[src/hdl/aht_consts.vh]
// Constants for the analog hysteresis trigger: offsets, fields, limits
// What this block does
// RULE_01: Actual value is input times multiplier plus offset
// RULE_02: Multiplier accepts signed hundredths, minus ten to ten
// RULE_03: Zero offset accepts signed integers within ten thousand
// RULE_04: Set and clear levels accept plus/minus twenty thousand
// RULE_05: Decimals count takes only zero to three
// RULE_06: Hysteresis: result one when actual exceeds set
// RULE_07: Hysteresis: result zero when actual at/below clear
// RULE_08: Window: one when set <= actual < clear
// RULE_09: Comparisons use raw integers, decimals count ignored
// RULE_10: Analog input channels present values 0 to 1000
// RULE_11: Levels may come from another block's actual value
// RULE_12: Input source: channels, flags, outputs, or block
// RULE_13: Hysteresis band holds result; result resets to zero
// RULE_14: Evaluate every cycle; result registered one cycle later
`ifndef AHT_CONSTS_VH
`define AHT_CONSTS_VH

// Register byte offsets
`define AHT_OFS_CTRL        5'h00
`define AHT_OFS_GAIN        5'h04
`define AHT_OFS_OFFSET      5'h08
`define AHT_OFS_SET         5'h0C
`define AHT_OFS_CLEAR       5'h10
`define AHT_OFS_STATUS      5'h14
`define AHT_OFS_ACTUAL      5'h18

// Control register fields
`define AHT_CTRL_SRC_LSB    0
`define AHT_CTRL_SRC_MSB    1
`define AHT_CTRL_IDX_LSB    2
`define AHT_CTRL_IDX_MSB    4
`define AHT_CTRL_SETBLK     5
`define AHT_CTRL_SETNO_LSB  6
`define AHT_CTRL_SETNO_MSB  8
`define AHT_CTRL_CLRBLK     9
`define AHT_CTRL_CLRNO_LSB  10
`define AHT_CTRL_CLRNO_MSB  12
`define AHT_CTRL_DEC_LSB    13
`define AHT_CTRL_DEC_MSB    14
`define AHT_CTRL_WIDTH      15

// Input source kinds
`define AHT_SRC_CHANNEL     2'h0
`define AHT_SRC_FLAG        2'h1
`define AHT_SRC_OUTPUT      2'h2
`define AHT_SRC_BLOCK       2'h3

// Source counts and widths
`define AHT_NUM_CHANNELS    8
`define AHT_NUM_FLAGS       6
`define AHT_NUM_OUTPUTS     2
`define AHT_NUM_BLOCKS      8
`define AHT_CHAN_W          10
`define AHT_VAL_W           16
`define AHT_ACT_W           24

// Limits (given in hex)
`define AHT_CHAN_MAX        10'h3E8
`define AHT_GAIN_MAX        32'sh000003E8
`define AHT_GAIN_MIN        -32'sh000003E8
`define AHT_OFFSET_MAX      32'sh00002710
`define AHT_OFFSET_MIN      -32'sh00002710
`define AHT_LEVEL_MAX       32'sh00004E20
`define AHT_LEVEL_MIN       -32'sh00004E20
`define AHT_GAIN_SCALE      27'sh0000064

// Reset values
`define AHT_RST_CTRL        15'h0000
`define AHT_RST_GAIN        11'h064
`define AHT_RST_OFFSET      15'h0000
`define AHT_RST_LEVEL       16'h0000

`endif

[src/hdl/aht_trigger.v]
// Analog hysteresis trigger with Avalon-MM register slave
`timescale 1ns/10ps
`default_nettype none
`include "aht_consts.vh"

module aht_trigger
(
  input  wire         CLOCK,
  input  wire         RSTN,
  input  wire [4:0]   AVS_ADDRESS,
  input  wire         AVS_READ,
  input  wire         AVS_WRITE,
  input  wire [31:0]  AVS_WRITEDATA,
  input  wire [3:0]   AVS_BYTEENABLE,
  output reg  [31:0]  AVS_READDATA,
  output reg          AVS_WAITREQUEST,
  input  wire [79:0]  ANALOG_INPUT_CHANNELS,
  input  wire [95:0]  ANALOG_FLAG_CELLS,
  input  wire [31:0]  ANALOG_OUTPUT_CHANNELS,
  input  wire [127:0] BLOCK_VALUES,
  output reg          TRIGGER_RESULT,
  output reg          WINDOW_MODE,
  output reg  [23:0]  ACTUAL_VALUE,
  output reg  [1:0]   DECIMALS_COUNT
);

  reg         [14:0] ctrl_r;
  reg  signed [10:0] gain_r;
  reg  signed [14:0] offset_r;
  reg  signed [15:0] set_r;
  reg  signed [15:0] clear_r;

  reg  signed [15:0] sample;
  reg         [9:0]  chan_raw;
  reg  signed [26:0] product;
  reg  signed [26:0] scaled;
  reg  signed [23:0] actual;
  reg  signed [15:0] set_lvl;
  reg  signed [15:0] clear_lvl;
  reg  signed [23:0] set_ext;
  reg  signed [23:0] clear_ext;
  reg                window;
  reg                result_nxt;

  reg         [31:0] old_word;
  reg         [31:0] byte_mask;
  reg  signed [31:0] merged;
  reg  signed [31:0] sat_gain;
  reg  signed [31:0] sat_offset;
  reg  signed [31:0] sat_level;
  reg         [31:0] rd_word;
  reg                wait_nxt;

  wire        [1:0]  src_kind = ctrl_r[`AHT_CTRL_SRC_MSB:`AHT_CTRL_SRC_LSB];
  wire        [2:0]  src_idx  = ctrl_r[`AHT_CTRL_IDX_MSB:`AHT_CTRL_IDX_LSB];
  wire        [2:0]  set_no   = ctrl_r[`AHT_CTRL_SETNO_MSB:`AHT_CTRL_SETNO_LSB];
  wire        [2:0]  clr_no   = ctrl_r[`AHT_CTRL_CLRNO_MSB:`AHT_CTRL_CLRNO_LSB];
  wire               wr_take  = AVS_WRITE & ~AVS_WAITREQUEST;
  wire        [4:0]  word_adr = {AVS_ADDRESS[4:2], 2'b00};

  // Out-of-range writes saturate rather than wrap
  function signed [31:0] aht_sat;
    input signed [31:0] v;
    input signed [31:0] lo;
    input signed [31:0] hi;
    begin
      if (v > hi)
        aht_sat = hi;
      else if (v < lo)
        aht_sat = lo;
      else
        aht_sat = v;
    end
  endfunction

  // Input source selection
  always @*
  begin
    sample   = 16'sh0000;
    chan_raw = ANALOG_INPUT_CHANNELS[src_idx*`AHT_CHAN_W +: `AHT_CHAN_W];
    case (src_kind)
      `AHT_SRC_CHANNEL:
      begin
        if (chan_raw > `AHT_CHAN_MAX) // RULE_10
          sample = {6'h00, `AHT_CHAN_MAX};
        else
          sample = {6'h00, chan_raw};
      end
      `AHT_SRC_FLAG:
      begin
        if (src_idx < `AHT_NUM_FLAGS) // RULE_12
          sample = ANALOG_FLAG_CELLS[src_idx*`AHT_VAL_W +: `AHT_VAL_W];
      end
      `AHT_SRC_OUTPUT:
      begin
        if (src_idx < `AHT_NUM_OUTPUTS) // RULE_12
          sample = ANALOG_OUTPUT_CHANNELS[src_idx*`AHT_VAL_W +: `AHT_VAL_W];
      end
      `AHT_SRC_BLOCK:
        sample = BLOCK_VALUES[src_idx*`AHT_VAL_W +: `AHT_VAL_W]; // RULE_12
      default:
        sample = 16'sh0000;
    endcase
  end

  // Scaling; gain is held in hundredths, so the product is rescaled
  always @*
  begin
    product = sample * gain_r; // RULE_01
    scaled  = product / `AHT_GAIN_SCALE;
    actual  = scaled[23:0] + {{9{offset_r[14]}}, offset_r}; // RULE_01
  end

  // Threshold selection and comparison; decimals never enter here
  always @*
  begin
    set_lvl   = ctrl_r[`AHT_CTRL_SETBLK] ?
                BLOCK_VALUES[set_no*`AHT_VAL_W +: `AHT_VAL_W] : set_r; // RULE_11
    clear_lvl = ctrl_r[`AHT_CTRL_CLRBLK] ?
                BLOCK_VALUES[clr_no*`AHT_VAL_W +: `AHT_VAL_W] : clear_r; // RULE_11
    set_ext   = {{8{set_lvl[15]}}, set_lvl}; // RULE_09
    clear_ext = {{8{clear_lvl[15]}}, clear_lvl}; // RULE_09
    window    = set_ext < clear_ext; // RULE_08
    result_nxt = TRIGGER_RESULT;
    if (window)
      result_nxt = (set_ext <= actual) && (actual < clear_ext); // RULE_08
    else if (actual > set_ext)
      result_nxt = 1'b1; // RULE_06
    else if (actual <= clear_ext)
      result_nxt = 1'b0; // RULE_07
    else
      result_nxt = TRIGGER_RESULT; // RULE_13
  end

  // Register readback
  always @*
  begin
    rd_word = 32'h00000000;
    case (word_adr)
      `AHT_OFS_CTRL:   rd_word = {17'h00000, ctrl_r};
      `AHT_OFS_GAIN:   rd_word = {{21{gain_r[10]}}, gain_r};
      `AHT_OFS_OFFSET: rd_word = {{17{offset_r[14]}}, offset_r};
      `AHT_OFS_SET:    rd_word = {{16{set_r[15]}}, set_r};
      `AHT_OFS_CLEAR:  rd_word = {{16{clear_r[15]}}, clear_r};
      `AHT_OFS_STATUS: rd_word = {30'h00000000, WINDOW_MODE, TRIGGER_RESULT};
      `AHT_OFS_ACTUAL: rd_word = {{8{ACTUAL_VALUE[23]}}, ACTUAL_VALUE};
      default:         rd_word = 32'h00000000;
    endcase
  end

  // Byte-lane merge so partial writes keep untouched lanes
  always @*
  begin
    old_word  = rd_word;
    byte_mask = {{8{AVS_BYTEENABLE[3]}}, {8{AVS_BYTEENABLE[2]}},
                 {8{AVS_BYTEENABLE[1]}}, {8{AVS_BYTEENABLE[0]}}};
    merged    = (old_word & ~byte_mask) | (AVS_WRITEDATA & byte_mask);
    // Saturated values fit the narrow registers, so the cut loses nothing
    sat_gain   = aht_sat(merged, `AHT_GAIN_MIN, `AHT_GAIN_MAX);
    sat_offset = aht_sat(merged, `AHT_OFFSET_MIN, `AHT_OFFSET_MAX);
    sat_level  = aht_sat(merged, `AHT_LEVEL_MIN, `AHT_LEVEL_MAX);
  end

  // One wait cycle per access, then one ready cycle
  always @*
  begin
    wait_nxt = ~((AVS_READ | AVS_WRITE) & AVS_WAITREQUEST);
  end

  always @(posedge CLOCK or negedge RSTN)
  begin
    if (!RSTN)
    begin
      AVS_WAITREQUEST <= 1'b1;
      AVS_READDATA    <= 32'h00000000;
    end
    else
    begin
      AVS_WAITREQUEST <= wait_nxt;
      if (AVS_READ & AVS_WAITREQUEST)
        AVS_READDATA <= rd_word;
    end
  end

  always @(posedge CLOCK or negedge RSTN)
  begin
    if (!RSTN)
    begin
      ctrl_r   <= `AHT_RST_CTRL;
      gain_r   <= `AHT_RST_GAIN;
      offset_r <= `AHT_RST_OFFSET;
      set_r    <= `AHT_RST_LEVEL;
      clear_r  <= `AHT_RST_LEVEL;
    end
    else if (wr_take)
    begin
      case (word_adr)
        `AHT_OFS_CTRL:
          ctrl_r <= merged[14:0]; // RULE_05
        `AHT_OFS_GAIN:
          gain_r <= sat_gain[10:0]; // RULE_02
        `AHT_OFS_OFFSET:
          offset_r <= sat_offset[14:0]; // RULE_03
        `AHT_OFS_SET:
          set_r <= sat_level[15:0]; // RULE_04
        `AHT_OFS_CLEAR:
          clear_r <= sat_level[15:0]; // RULE_04
        default:
          ctrl_r <= ctrl_r;
      endcase
    end
  end

  // Result and observed state registered every cycle
  always @(posedge CLOCK or negedge RSTN)
  begin
    if (!RSTN)
    begin
      TRIGGER_RESULT <= 1'b0; // RULE_13
      WINDOW_MODE    <= 1'b0;
      ACTUAL_VALUE   <= 24'h000000;
      DECIMALS_COUNT <= 2'h0;
    end
    else
    begin
      TRIGGER_RESULT <= result_nxt; // RULE_14
      WINDOW_MODE    <= window;
      ACTUAL_VALUE   <= actual;
      DECIMALS_COUNT <= ctrl_r[`AHT_CTRL_DEC_MSB:`AHT_CTRL_DEC_LSB]; // RULE_05
    end
  end

endmodule

`default_nettype wire

[config.mk]
export PLATFORM = sky130hd
export DESIGN_NAME = aht_trigger
export DESIGN_NICKNAME = d
export VERILOG_FILES = /design/src/hdl/aht_trigger.v
export VERILOG_INCLUDE_DIRS = /design/src /design/src/hdl
export SDC_FILE = /design/constraint.sdc
export NUM_CORES = 1
export LEC_CHECK = 0
export BUFFER_PORTS_ARGS = -buffer_cell sky130_fd_sc_hd__buf_4
export CORE_MARGIN = 3
export CORE_UTILIZATION = 49
export CTS_CLUSTER_SIZE = 20
export DETAILED_ROUTE_END_ITERATION = 16
export GPL_ROUTABILITY_DRIVEN = 0
export PLACE_DENSITY = 0.83
export SETUP_SLACK_MARGIN = 0.05
export SYNTH_ARGS = -nofsm -noshare
export SYNTH_HDL_FRONTEND = slang
export SYNTH_SLANG_ARGS = --single-unit
[constraint.sdc]
create_clock -name CLOCK -period 66.7 [get_ports CLOCK]
set_clock_uncertainty 0.15 [all_clocks]
set_input_delay 13.34 -clock CLOCK [delete_from_list [all_inputs] [get_ports CLOCK]]
set_output_delay 13.34 -clock CLOCK [all_outputs]
set_load 0.03 [all_outputs]
==> implementation parameters <==
Parameter                              Value

STA
  Hold Vio Cnt, Final    0
  Max_slew headroom    2.27%
  Setup repair after global routing missed its margin    false
  Setup total negative slack    0 ns
  Post-route minimum period    41.73 ns
  PnR worst setup slack    24.97 ns
  Transition at the pin with the smallest max-transition slack    1.43 ns
  Number of setup violations in the final report    0
  Achievable Freq    24.0 MHz
  Slew Limit Fails    0
  Final cycle utilization of the critical path    62.6%

Clock network
  Post CTS Setup Buffer Count    0
  Clk sinks    126
  Count of hold buffers inserted by post-cts repair    0
  Clock network latency to the later pin of the worst-skew pair    0.44 ns
  Clock-pin slew on the worst setup and hold paths    0.06 ns
  Resized cells post-CTS    0
  Number of levels the H-tree was split into    4
  Largest buffer count on any clock path    2
  Clock buffers created by TritonCTS    17
  TritonCTS clock tree    yes
  Clock root cell    sky130_fd_sc_hd__clkbuf_16

Synthesis
  Count of flip-flops with a built-in enable after synthesis    0
  Asr flop ratio synth    100%
  Ranking of synthesized cells by instance count    316 x sky130_fd_sc_hd__nand2_1, 273 x sky130_fd_sc_hd__inv_1, 170 x sky130_fd_sc_hd__nor2_1, 169 x sky130_fd_sc_hd__a21oi_1, 164 x sky130_fd_sc_hd__o21ai_0
  Dominant register cell in the synthesized netlist    sky130_fd_sc_hd__dfrtp_1
  Number of different library cells in the post-synthesis netlist    137
  Cell count after synthesis    3004
  Cell accounting for the most synthesized area    sky130_fd_sc_hd__fa_1
  Netlist area before placement    26100 µm²
  Fraction of synthesized cell area taken by the top area cell type    12.5%
  Avg Cell Area, Syn    8.70 µm²
  Number of warnings issued by yosys    0
  Net count after synthesis    3689
  Number of synthesized register bits    126
  Biggest area contributors in the synthesized netlist    sky130_fd_sc_hd__fa_1 12%, sky130_fd_sc_hd__mux4_2 12%, sky130_fd_sc_hd__dfrtp_1 12%
  Most repeated cell in the gate-level netlist after synthesis    sky130_fd_sc_hd__nand2_1
  Sequential-to-total area share from yosys stat    12.1%

Layout
  Area used by multi-input combinational logic    21200 µm²
  Fraction of layout cells with a size suffix above 1    24.3%
  Sequential standard cell area    3170 µm²
  Layout area overhead    16.2%
  Fill count    4530
  Final #Nets    4002

Worst setup path
  Combined buffer and inverter count along the critical path    5
  Crit path required time    66.89 ns
  Startpoint types    input port
  Cell occurring most often along the worst timing path    sky130_fd_sc_hd__a21oi_1
  Worst Path Arrival    41.92 ns
  Crit-path max cell delay    0.85 ns
  Worst-path maximum fanout    40
  Cell family contributing the most delay on the critical path    compound AO/OA/AOI/OAI gates
  Max stage delay cell, worst path    sky130_fd_sc_hd__xor2_4
  Crit Path Category    in2reg
  Critical Path End Type    flop

Die
  Die Outline Area    56200 µm²
  Die Span X    237 µm
  Starting Density    49.7%
  Row count    84
  Die Y-Extent    237 µm
  Count of pins on the block boundary    442
  Std-Cell Core Area    52700 µm²

GRT
  Number of global-route vias before repair    25800
  Grt ovf    0
  Global-route wire length before repair    146 mm
  Maximum number of pins on one net before global-route repair    78
  Global router's overall resource usage    32.8%
  Initial antenna violation count    15

Drt
  Number of nets still failing antenna checks after routing    0
  Total number of vias    26500
  First drt pass iteration count    7
  Overall routed net length    93.9 mm
  Residual DRC count    0
  Routed len/inst    23.3 µm
  Via density per instance    6.58
  Number of DRC violations after detailed-routing iteration 0    3296

Run
  Number of violations of the max-capacitance limit    0

Run status
  Status    complete, no violations

Placement
  Pre-CTS setup slack    25.31 ns
  Placed wire-length estimate    75.7 mm
  Number of port buffers    439

Min path
  Hold Crit Class    reg2reg
-- stage by stage --
stage / hold slack [ns] / std cells / utilization (%) / area [µm²]
floorplan: 0.224 / 3004 / - / 26100
global placement: 0.313 / 3986 / 56.5 / 29800
detailed placement: 0.324 / 3986 / 56.5 / 29800
CTS: 0.337 / 4018 / 57.6 / 30400
global route: 0.359 / 4024 / 57.7 / 30400
finish: 0.337 / 4027 / 57.7 / 30400
-- layer usage --
metal | wire length (µm) | GRT usage (%)
met1 | 34200 | 40.9
met2 | 41700 | 51.0
met3 | 12400 | 10.8
met4 | 5560 | 16.1
met5 | 58 | 0
-- cell usage in the layout, fill, tap and decap left out, types with 36 or more instances in the layout --
master | Yosys | layout
sky130_fd_sc_hd__nand3_1 | 55 | 55
sky130_fd_sc_hd__a21oi_1 | 169 | 169
sky130_fd_sc_hd__xor2_1 | 37 | 36
sky130_fd_sc_hd__mux2_2 | 54 | 54
sky130_fd_sc_hd__nor3_1 | 44 | 44
sky130_fd_sc_hd__a21o_1 | 37 | 37
sky130_fd_sc_hd__mux4_2 | 137 | 137
sky130_fd_sc_hd__nor2_1 | 170 | 170
sky130_fd_sc_hd__o211ai_1 | 37 | 37
sky130_fd_sc_hd__inv_1 | 273 | 273
sky130_fd_sc_hd__o21ai_0 | 164 | 164
sky130_fd_sc_hd__fa_1 | 163 | 163
sky130_fd_sc_hd__mux2i_1 | 112 | 112
sky130_fd_sc_hd__dfrtp_1 | 122 | 118
sky130_fd_sc_hd__ha_1 | 141 | 141
sky130_fd_sc_hd__nand2_1 | 316 | 316
sky130_fd_sc_hd__and2_1 | 82 | 82
sky130_fd_sc_hd__buf_4 | 12 | 462
sky130_fd_sc_hd__xnor2_1 | 91 | 91
-- state kept, by name (all words and copies together) (netlist names) --
name and count:
ACTUAL_VALUE 24, AVS_WAITREQUEST 1, set_r 16, AVS_READDATA 24, TRIGGER_RESULT 1, DECIMALS_COUNT 2, offset_r 15, gain_r 11
clear_r 16, WINDOW_MODE 1, ctrl_r 15
-- worst paths after layout --
path,cells after the start,startpoint,slack (ns),endpoint
max in group asynchronous,2,RSTN,52.01,ctrl_r[3]
worst min-delay path,2,AVS_READDATA[19],0.34,AVS_READDATA[19]
min in group asynchronous,1,RSTN,12.78,DECIMALS_COUNT[1]
worst max register to register,105,ctrl_r[2],36.91,TRIGGER_RESULT
worst min register to register,2,AVS_READDATA[19],0.34,AVS_READDATA[19]
worst max-delay path,105,ANALOG_INPUT_CHANNELS[78],24.97,TRIGGER_RESULT
-- worst register-to-register path, delay by kind of cell, from the launching register on --
family / cells / cell delay, ns
flops: 1 / 0.67
fa+ha+maj: 10 / 4.29
buf+inv: 5 / 0.78
simple gates: 25 / 6.54
xor+xnor: 5 / 2.23
compound gates: 59 / 14.41
mux: 1 / 0.63
-- cell type report --
class / instances / share of cell area, %
Antenna cell: 9 / 0.0742
Clock buffer: 18 / 1.41
Inverter: 276 / 3.41
Clock inverter: 14 / 0.482
Timing Repair Buffer: 462 / 11.4
Sequential cell: 126 / 10.4
Multi-Input combinational cell: 2434 / 69.9
Tap cell: 688 / 2.83
-- cells by family (layout without fill, tap and decap cells) --
group | Yosys count | after routing | share of synthesized area [%]
and+or+nand+nor | 906 | 906 | 17.5
DFF | 126 | 126 | 12.1
adders and majority gates | 308 | 308 | 19.4
AOI/OAI and AO/OA | 779 | 779 | 20.9
other | 0 | 9 | 0
muxes | 305 | 305 | 18.5
xor gates and xnor gates | 136 | 136 | 4.81
buffers and inverters | 444 | 770 | 6.75
Power is left out: the tool's default activity adds up to more than one toggle a clock period on the data nets, which glitch-free logic cannot reach.
